## src/sfe_ctrl_cfg.svh

```systemverilog
// constants for the sensor front end control block
`ifndef SFE_CTRL_CFG_SVH
`define SFE_CTRL_CFG_SVH
// ==========================================================
// timing
`define CLK_FREQ_HZ        25000000
`define DEBOUNCE_TIME_US   1000
`define DEBOUNCE_CYCLES    ((`CLK_FREQ_HZ / 1000000) * `DEBOUNCE_TIME_US)
`define DELAY_TICK_US      1000
`define DELAY_TICK_CYCLES  ((`CLK_FREQ_HZ / 1000000) * `DELAY_TICK_US)
`define AC_HALF_PERIOD_US  10
`define AC_HALF_CYCLES     ((`CLK_FREQ_HZ / 1000000) * `AC_HALF_PERIOD_US)
// ==========================================================
// encodings
`define TYPE1_LINEAR       2'b00
`define TYPE1_FOLLOWER     2'b01
`define TYPE1_RESERVED     2'b10
`define TYPE1_AC           2'b11
`define TYPE2_CONDUCTIVE   1'b0
`define TYPE2_FOLLOWER     1'b1
`define SEL_IDLE_REQ       4'h0
`define CNT_W              20
`endif

```

## src/sfe_ctrl_pkg.sv

```systemverilog
// types for the sensor front end control block
package sfe_ctrl_pkg;
  // ==========================================================
  // converter channel selection
  typedef enum logic [1:0] {
    CH_TEMP,
    CH_BATT,
    CH_SENSOR_ONE_INPUT,
    CH_SENSOR_TWO_INPUT
  } channel_t;

  // sensor front end settings
  typedef struct packed {
    logic [1:0] sensor_one_type;
    logic       sensor_two_type;
    logic [4:0] sensor_one_range;
    logic [4:0] sensor_two_range;
    logic       range_preset;
    logic [1:0] limit_check_sensor_select;
    logic       sensor_supply_switch;
  } sfe_cfg_t;

  // conversion request: one bit per channel, plus destination
  typedef struct packed {
    logic [3:0] channels;
    logic       to_reader;
  } conv_req_t;

  // decoded sensor mode
  typedef struct packed {
    logic sensor_one_input_linear;
    logic sensor_one_input_follower;
    logic sensor_one_input_ac;
    logic sensor_one_input_reserved;
    logic sensor_two_input_conductive;
    logic sensor_two_input_follower;
    logic bridge;
  } sensor_mode_t;
endpackage : sfe_ctrl_pkg

```

## src/sensor_front_end_control.sv

```systemverilog
// sensor front end control: converter sequencing, excitation pin, start
`timescale 1ns/1ps
`include "sfe_ctrl_cfg.svh"

module sensor_front_end_control
  import sfe_ctrl_pkg::*;
(
  input  wire logic              sys_clk,
  input  wire logic              resetn,
  // settings and logging control
  input  wire sfe_cfg_t          cfg,
  input  wire logic              start_log_cmd,
  input  wire logic              deferred_start_en,
  input  wire logic              delay_mode_timer,
  input  wire logic [15:0]       start_delay_ticks,
  input  wire logic              button_pin,
  input  wire logic              standby,
  input  wire logic              shelf_life_used,
  input  wire logic              shelf_life_expired,
  // conversion requests and converter
  input  wire conv_req_t         conv_req,
  input  wire logic              conv_req_valid,
  output logic                   conv_req_ready,
  input  wire logic [3:0]        sensor_enable,
  output logic                   adc_start,
  output channel_t               adc_channel,
  input  wire logic              adc_done,
  input  wire logic [9:0]        adc_result,
  // results
  output logic                   log_wr,
  output logic                   reader_valid,
  output logic [9:0]             result_q,
  output channel_t               result_channel_q,
  output logic                   limit_sample,
  // analog controls
  output sensor_mode_t           mode_q,
  output logic [4:0]             gain_one_q,
  output logic [4:0]             gain_two_q,
  output logic                   autorange_en_q,
  output logic                   vref_en_q,
  output logic                   exc_out_q,
  output logic                   exc_oe_q,
  output logic                   logging_q
);

  // ==========================================================
  // decoding
  function automatic sensor_mode_t decode_mode(input sfe_cfg_t c);
    sensor_mode_t m;
    m                 = '0;
    m.sensor_one_input_linear     = (c.sensor_one_type == `TYPE1_LINEAR);
    m.sensor_one_input_follower   = (c.sensor_one_type == `TYPE1_FOLLOWER);
    m.sensor_one_input_reserved   = (c.sensor_one_type == `TYPE1_RESERVED);
    m.sensor_one_input_ac         = (c.sensor_one_type == `TYPE1_AC);
    m.sensor_two_input_conductive = (c.sensor_two_type == `TYPE2_CONDUCTIVE);
    m.sensor_two_input_follower   = (c.sensor_two_type == `TYPE2_FOLLOWER);
    m.bridge          = m.sensor_one_input_follower && m.sensor_two_input_follower;
    return m;
  endfunction : decode_mode

  // lowest set channel bit, temp first, sensor_one_input before sensor_two_input
  function automatic logic [1:0] first_channel(input logic [3:0] b);
    logic [1:0] r;
    r = 2'd3;
    for (int i = 3; i >= 0; i--) begin
      if (b[i]) begin
        r = 2'(i);
      end
    end
    return r;
  endfunction : first_channel

  // ==========================================================
  // settings registers
  always_ff @(posedge sys_clk) begin
    if (!resetn) begin
      mode_q         <= '0;
      gain_one_q     <= '0;
      gain_two_q     <= '0;
      autorange_en_q <= 1'b1;
      vref_en_q      <= 1'b0;
    end else begin
      mode_q         <= decode_mode(cfg);
      gain_one_q     <= cfg.sensor_one_range;
      gain_two_q     <= cfg.sensor_two_range;
      autorange_en_q <= !cfg.range_preset;
      vref_en_q      <= (cfg.sensor_one_type == `TYPE1_AC);
    end
  end

  // ==========================================================
  // button synchroniser and debouncer
  logic                  btn_s1_q;
  logic                  btn_s2_q;
  logic                  btn_stable_q;
  logic [`CNT_W-1:0]     deb_cnt_q;
  logic                  btn_press;

  always_ff @(posedge sys_clk) begin
    if (!resetn) begin
      btn_s1_q <= 1'b0;
      btn_s2_q <= 1'b0;
    end else begin
      btn_s1_q <= button_pin;
      btn_s2_q <= btn_s1_q;
    end
  end

  // level must hold steady for the debounce time before it is taken
  always_ff @(posedge sys_clk) begin
    if (!resetn) begin
      deb_cnt_q    <= '0;
      btn_stable_q <= 1'b0;
    end else if (btn_s2_q == btn_stable_q) begin
      deb_cnt_q    <= '0;
    end else if (deb_cnt_q == `CNT_W'(`DEBOUNCE_CYCLES - 1)) begin
      deb_cnt_q    <= '0;
      btn_stable_q <= btn_s2_q;
    end else begin
      deb_cnt_q    <= deb_cnt_q + `CNT_W'(1);
    end
  end

  assign btn_press = btn_s2_q && !btn_stable_q &&
                     (deb_cnt_q == `CNT_W'(`DEBOUNCE_CYCLES - 1));

  // ==========================================================
  // deferred logging start
  typedef enum logic [1:0] {
    ST_IDLE,
    ST_WAIT_DELAY,
    ST_WAIT_BUTTON,
    ST_LOGGING
  } start_state_t;

  start_state_t          start_q;
  logic [15:0]           delay_left_q;
  logic [`CNT_W-1:0]     tick_cnt_q;
  logic                  tick;

  assign tick = (tick_cnt_q == `CNT_W'(`DELAY_TICK_CYCLES - 1));

  // tick prescaler for the programmed delay
  always_ff @(posedge sys_clk) begin
    if (!resetn || start_q != ST_WAIT_DELAY) begin
      tick_cnt_q <= '0;
    end else if (tick) begin
      tick_cnt_q <= '0;
    end else begin
      tick_cnt_q <= tick_cnt_q + `CNT_W'(1);
    end
  end

  always_ff @(posedge sys_clk) begin
    if (!resetn) begin
      start_q      <= ST_IDLE;
      delay_left_q <= '0;
    end else begin
      case (start_q)
        ST_IDLE: begin
          if (start_log_cmd) begin
            delay_left_q <= start_delay_ticks;
            if (deferred_start_en) begin
              start_q <= ST_WAIT_BUTTON;
            end else if (delay_mode_timer) begin
              start_q <= ST_WAIT_DELAY;
            end else begin
              start_q <= ST_LOGGING;
            end
          end
        end
        ST_WAIT_DELAY: begin
          if (delay_left_q == 16'h0000) begin
            start_q <= ST_LOGGING;
          end else if (tick) begin
            delay_left_q <= delay_left_q - 16'h0001;
          end
        end
        ST_WAIT_BUTTON: begin
          if (btn_press) begin
            start_q <= ST_LOGGING;
          end
        end
        ST_LOGGING: begin
          start_q <= ST_LOGGING;
        end
        default: begin
          start_q <= ST_IDLE;
        end
      endcase
    end
  end

  assign logging_q = (start_q == ST_LOGGING);

  // ==========================================================
  // conversion sequencer, one channel at a time
  typedef enum logic [1:0] {
    CV_IDLE,
    CV_ISSUE,
    CV_BUSY
  } conv_state_t;

  conv_state_t           conv_q;
  logic [3:0]            pending_q;
  logic                  to_reader_q;
  channel_t              chan_q;

  assign conv_req_ready = (conv_q == CV_IDLE);
  assign adc_start      = (conv_q == CV_ISSUE);
  assign adc_channel    = chan_q;

  // pending bits are drained lowest first, so sensor_one_input precedes sensor_two_input
  always_ff @(posedge sys_clk) begin
    if (!resetn) begin
      conv_q      <= CV_IDLE;
      pending_q   <= `SEL_IDLE_REQ;
      to_reader_q <= 1'b0;
      chan_q      <= CH_TEMP;
    end else begin
      case (conv_q)
        CV_IDLE: begin
          if (conv_req_valid && conv_req.channels != 4'h0) begin
            pending_q   <= conv_req.channels;
            to_reader_q <= conv_req.to_reader;
            chan_q      <= channel_t'(first_channel(conv_req.channels));
            conv_q      <= CV_ISSUE;
          end
        end
        CV_ISSUE: begin
          conv_q <= CV_BUSY;
        end
        CV_BUSY: begin
          if (adc_done) begin
            pending_q[chan_q] <= 1'b0;
            if ((pending_q & ~(4'h1 << chan_q)) == 4'h0) begin
              conv_q <= CV_IDLE;
            end else begin
              chan_q <= channel_t'(first_channel(
                          pending_q & ~(4'h1 << chan_q)));
              conv_q <= CV_ISSUE;
            end
          end
        end
        default: begin
          conv_q <= CV_IDLE;
        end
      endcase
    end
  end

  // ==========================================================
  // result capture and routing
  logic [1:0]            rank;
  logic                  done_now;

  assign done_now = (conv_q == CV_BUSY) && adc_done;

  always_ff @(posedge sys_clk) begin
    if (!resetn) begin
      result_q         <= '0;
      result_channel_q <= CH_TEMP;
      log_wr           <= 1'b0;
      reader_valid     <= 1'b0;
      limit_sample     <= 1'b0;
    end else begin
      log_wr       <= done_now && !to_reader_q;
      reader_valid <= done_now && to_reader_q;
      limit_sample <= done_now && !to_reader_q &&
                      sensor_enable[chan_q] &&
                      (rank == cfg.limit_check_sensor_select);
      if (done_now) begin
        result_q         <= adc_result;
        result_channel_q <= chan_q;
      end
    end
  end

  // position of the current channel among the enabled sensors
  always_comb begin
    rank = 2'b00;
    for (int i = 0; i < 4; i++) begin
      if (i < int'(chan_q) && sensor_enable[i]) begin
        rank = rank + 2'b01;
      end
    end
  end

  // ==========================================================
  // excitation pin control
  logic [`CNT_W-1:0]     ac_cnt_q;
  logic                  ac_phase_q;
  logic                  ext_conv;

  assign ext_conv = (conv_q != CV_IDLE) &&
                    (chan_q == CH_SENSOR_ONE_INPUT || chan_q == CH_SENSOR_TWO_INPUT);

  // square wave stimulus, runs only while an external channel converts
  always_ff @(posedge sys_clk) begin
    if (!resetn || !ext_conv) begin
      ac_cnt_q   <= '0;
      ac_phase_q <= 1'b0;
    end else if (ac_cnt_q == `CNT_W'(`AC_HALF_CYCLES - 1)) begin
      ac_cnt_q   <= '0;
      ac_phase_q <= !ac_phase_q;
    end else begin
      ac_cnt_q   <= ac_cnt_q + `CNT_W'(1);
    end
  end

  always_ff @(posedge sys_clk) begin
    if (!resetn) begin
      exc_out_q <= 1'b0;
      exc_oe_q  <= 1'b0;
    end else if (cfg.sensor_one_type == `TYPE1_AC) begin
      exc_out_q <= ac_phase_q;
      exc_oe_q  <= ext_conv;
    end else if (cfg.sensor_supply_switch) begin
      exc_out_q <= 1'b1;
      exc_oe_q  <= (conv_q != CV_IDLE) && !standby;
    end else if (shelf_life_used) begin
      exc_out_q <= shelf_life_expired;
      exc_oe_q  <= 1'b1;
    end else begin
      exc_out_q <= 1'b0;
      exc_oe_q  <= 1'b0;
    end
  end

endmodule : sensor_front_end_control

```

## config.mk

```make
export PLATFORM = sky130hd
export DESIGN_NAME = sensor_front_end_control
export DESIGN_NICKNAME = d
export VERILOG_FILES = /design/src/sfe_ctrl_pkg.sv /design/src/sensor_front_end_control.sv
export VERILOG_INCLUDE_DIRS = /design/src
export SDC_FILE = /design/constraint.sdc
export NUM_CORES = 1
export LEC_CHECK = 0
export ABC_CLOCK_PERIOD_IN_PS = 3000
export BUFFER_PORTS_ARGS = -buffer_cell sky130_fd_sc_hd__buf_2
export CORE_MARGIN = 1.5
export CORE_UTILIZATION = 28
export CTS_BUF_LIST = sky130_fd_sc_hd__clkbuf_16
export DETAILED_ROUTE_END_ITERATION = 7
export GPL_ROUTABILITY_DRIVEN = 0
export PLACE_DENSITY = 0.54
export SYNTH_ARGS = -nofsm -noshare
export SYNTH_HDL_FRONTEND = slang
export SYNTH_SLANG_ARGS = --single-unit
```

## constraint.sdc

```tcl
create_clock -name sys_clk -period 3 [get_ports sys_clk]
set_clock_uncertainty 0.2 [all_clocks]
set_input_delay 0.3 -clock sys_clk [delete_from_list [all_inputs] [get_ports sys_clk]]
set_output_delay 0.3 -clock sys_clk [all_outputs]
set_load 0.03 [all_outputs]
```

==> summary.txt <==
Route
  • Initial DRT Pass Iterations: 4
  • Vias per Instance: 4.609
  • Routed WL: 14150 um
  • Total number of vias: 5051
  • Detailed Route Iter0 Violations: 323
  • Drt drc: 0
  • Post-route ant nets: 0
  • WL/cell: 12.91 um

Synthesis
  • Yosys cell types: 54
  • Synth top cells by count: 126 x dfxtp_1, 98 x nor2_1, 87 x nand2_1
  • Total nets after synthesis: 745
  • Ranking of synthesized cells by area: dfxtp_1 45%, nor2_1 6.5%, xnor2_1 5.9%
  • Post-synth EDFFs: 0
  • Ys async rst share: 0%
  • Synth Flop Type: dfxtp_1
  • Synth top area share: 44.63%
  • Area leader, netlist: dfxtp_1
  • Number of synthesized register bits: 126
  • Yosys Warn Count: 0
  • Sequential area share after synthesis: 44.63%
  • Cell Area, Synth: 5652 um^2
  • Post-Syn Instances: 674
  • Avg Synthesized Cell Area: 8.385 um^2
  • Count leader, synth: dfxtp_1

Global route
  • Antenna violations before repair: 0
  • First-pass GRT wire length: 23920 um
  • Largest net degree at the start of global routing: 30
  • Global route overflow: 0
  • Global Route Usage Sum: 14.00%
  • Vias in the first global route: 4846

Cells and area
  • Diode count: 0
  • NumNets Final: 889
  • Multi-input logic area: 2893 um^2
  • Share of layout cells above drive strength 1: 19.13%
  • Non-Filler Instances: 1096
  • Area Overhead vs Synth: 32.12%
  • FF+latch area: 2522 um^2
  • Filler cells: 2062

STA
  • Setup TNS: 0 ns
  • Final setup violation count: 0
  • Final slew viol count: 0
  • Worst-Margin Slew: 0.7284 ns
  • Final worst path period share: 83.27%
  • Final worst path period need: 2.498 ns
  • Final Hold Viols: 0
  • RSZ-0062 raised after global routing: no
  • Slew HR: 51.07%
  • Max Clock Freq: 400.3 MHz
  • Hold slack: 0.02064 ns

Pwr
  • Static Leak: 2.775 nW
  • Comb power frac: 11.9%
  • Power Internal: 3.245 mW
  • Worst VDD drop: 0.0003845 V
  • Sw frac: 25.78%
  • Reg power frac: 40.5%
  • Power Density: 585.4 nW/um^2
  • Clock power frac: 47.6%
  • Total chip power: 4.372 mW
  • P_sw: 1.127 mW

Worst setup path
  • Slowest stage delay, CP: 0.52 ns
  • Crit path depth: 7
  • Critical path cell sequence: inv_1 -> ha_1 -> nor3b_1 -> nand3_1 -> o41a_1 -> and2_4 -> a32o_1
  • Worst Reg-to-Reg Cells: 7
  • CP max-delay cell: o41a_1
  • Top delay family on crit path: simple AND/OR/NAND/NOR gates
  • WS Path Type: flip-flop to flip-flop
  • Required @ worst endpoint: 3.11 ns
  • CP startpoint: delay_left_q[0]
  • Arr. time, crit path: 2.61 ns
  • Crit path to: delay_left_q[3]
  • Reg2reg end: delay_left_q[3]
  • CP bufs+invs: 1
  • Critical R2R Launch: delay_left_q[0]
  • Worst-path maximum fanout: 15
  • Worst Setup End Kind: flip-flop
  • Worst R2R Setup Slack: 0.50 ns
  • Startpoint class of the critical path: flip-flop

Floorplanning
  • Die area: 21050 um^2
  • Core area: 19650 um^2
  • Site Rows: 51
  • Die H: 145.1 um
  • # IOs: 104
  • Initial Util: 28.76%
  • Die width: 145.1 um

Clock network
  • CTS Hold Bufs: 42
  • Post-CTS sizing: 0
  • Root Buffer: clkbuf_16
  • Clock buffer depth: 2
  • Clk slew on worst S/H paths: 0.06 ns
  • CTS tree: built
  • Clk_lat worst skew: 0.42 ns
  • Post-CTS repair timing setup buffer count: 0
  • CTS H-tree lvls: 4
  • Sink Count: 126
  • Num CTS Buffers: 17

Place
  • Post-Place Cells: 1022
  • Hpwl dp: 9480 um
  • Port Buffers: 103

Run
  • Max-cap violations: 0

Hold path
  • HP Class: input pin to flip-flop

Status
  • Status: finished, final reports clean
## cell type report
cell class              instances  share of cell area (%)
multi-input cells             492                   38.74
flip-flops and latches        126                   33.78
inverters                      22                   1.106
clock inverters                15                   2.296
clock buffers                  17                   5.697
repair buffers                159                   13.94
well taps                     265                   4.440
## worst min-delay path by stage
stage / from / slack, ns / to / cells after the start
finish: start_delay_ticks[6] / 0.02 / delay_left_q[6] / 4
global route: start_delay_ticks[6] / 0.03 / delay_left_q[6] / 4
CTS: start_delay_ticks[6] / 0.005 / delay_left_q[6] / 4
detailed placement: deb_cnt_q[0] / 0.24 / deb_cnt_q[0] / 1
global placement: deb_cnt_q[0] / 0.23 / deb_cnt_q[0] / 1
floorplan: cfg[14] / 0.17 / mode_q[2] / 1
## through the flow
step	utilization (%)	area, um^2	setup slack, ns
finish	37.99	7467	0.5019
global route	37.99	7467	0.2644
CTS	37.99	7467	0.5057
detailed placement	32.82	6450	0.5437
global placement	32.82	6450	0.6123
floorplan	-	5652	0.4849
## layout by cell type (no fill, tap or decap), drive strengths merged, types with 4 or more instances in the layout
cell type	Yosys	final
dfxtp	126	126
buf	7	117
nor2	98	98
nand2	87	87
dlygate4sd3	0	42
xnor2	38	38
a21oi	29	29
nand3	27	27
inv	22	23
nor3	23	23
xor2	20	20
o21ai	20	20
clkbuf	27	17
and2	16	16
a31oi	15	15
a31o	11	11
nand4	10	10
o31ai	9	9
ha	8	8
clkinv	0	8
nor4	6	6
nand2b	6	6
nor3b	6	6
nor2b	5	5
or3	5	5
mux2i	5	5
or4	5	5
and4	4	4
and3	4	4
or2	4	4
## sequential cells by signal, indices dropped and copies added, names as in the netlist, 2 cells and up
| register | count |
|---|---|
| ac_cnt_q | 20 |
| adc_channel | 2 |
| conv_q | 2 |
| deb_cnt_q | 20 |
| delay_left_q | 16 |
| gain_one_q | 5 |
| gain_two_q | 5 |
| mode_q | 6 |
| pending_q | 4 |
| result_channel_q | 2 |
| result_q | 10 |
| start_q | 2 |
| tick_cnt_q | 20 |
## cells by family (layout without fill, tap and decap cells)
logic type | after synthesis | in the layout | synth area share [%]
flops | 126 | 126 | 44.63
compound gates | 105 | 105 | 12.51
fa+ha+maj | 8 | 8 | 1.771
mux | 6 | 6 | 1.284
xor+xnor | 58 | 58 | 8.988
buf+inv | 56 | 213 | 4.184
simple gates | 315 | 315 | 26.63
## worst min-delay path: stages
cell     delay (ns)
buf_2          0.07
nand2_1        0.04
o21ai_0        0.06
a31o_1         0.13
## per-layer routing
metal	share of wire, %	track usage (%)
met4	1.3	5.051
met5	0	0
met2	44	21.91
met3	5.8	4.119
met1	49	18.25
## power by group through the flow
stage / Sequential, mW / Clock, mW / Combinational, mW
floorplan: 1.84 / 0 / 0.286
global placement: 1.80 / 0 / 0.477
detailed placement: 1.80 / 0 / 0.472
CTS: 1.77 / 2.14 / 0.518
global route: 1.78 / 2.23 / 0.574
finish: 1.77 / 2.08 / 0.520
No activity file was read; power rests on OpenSTA's default activity.
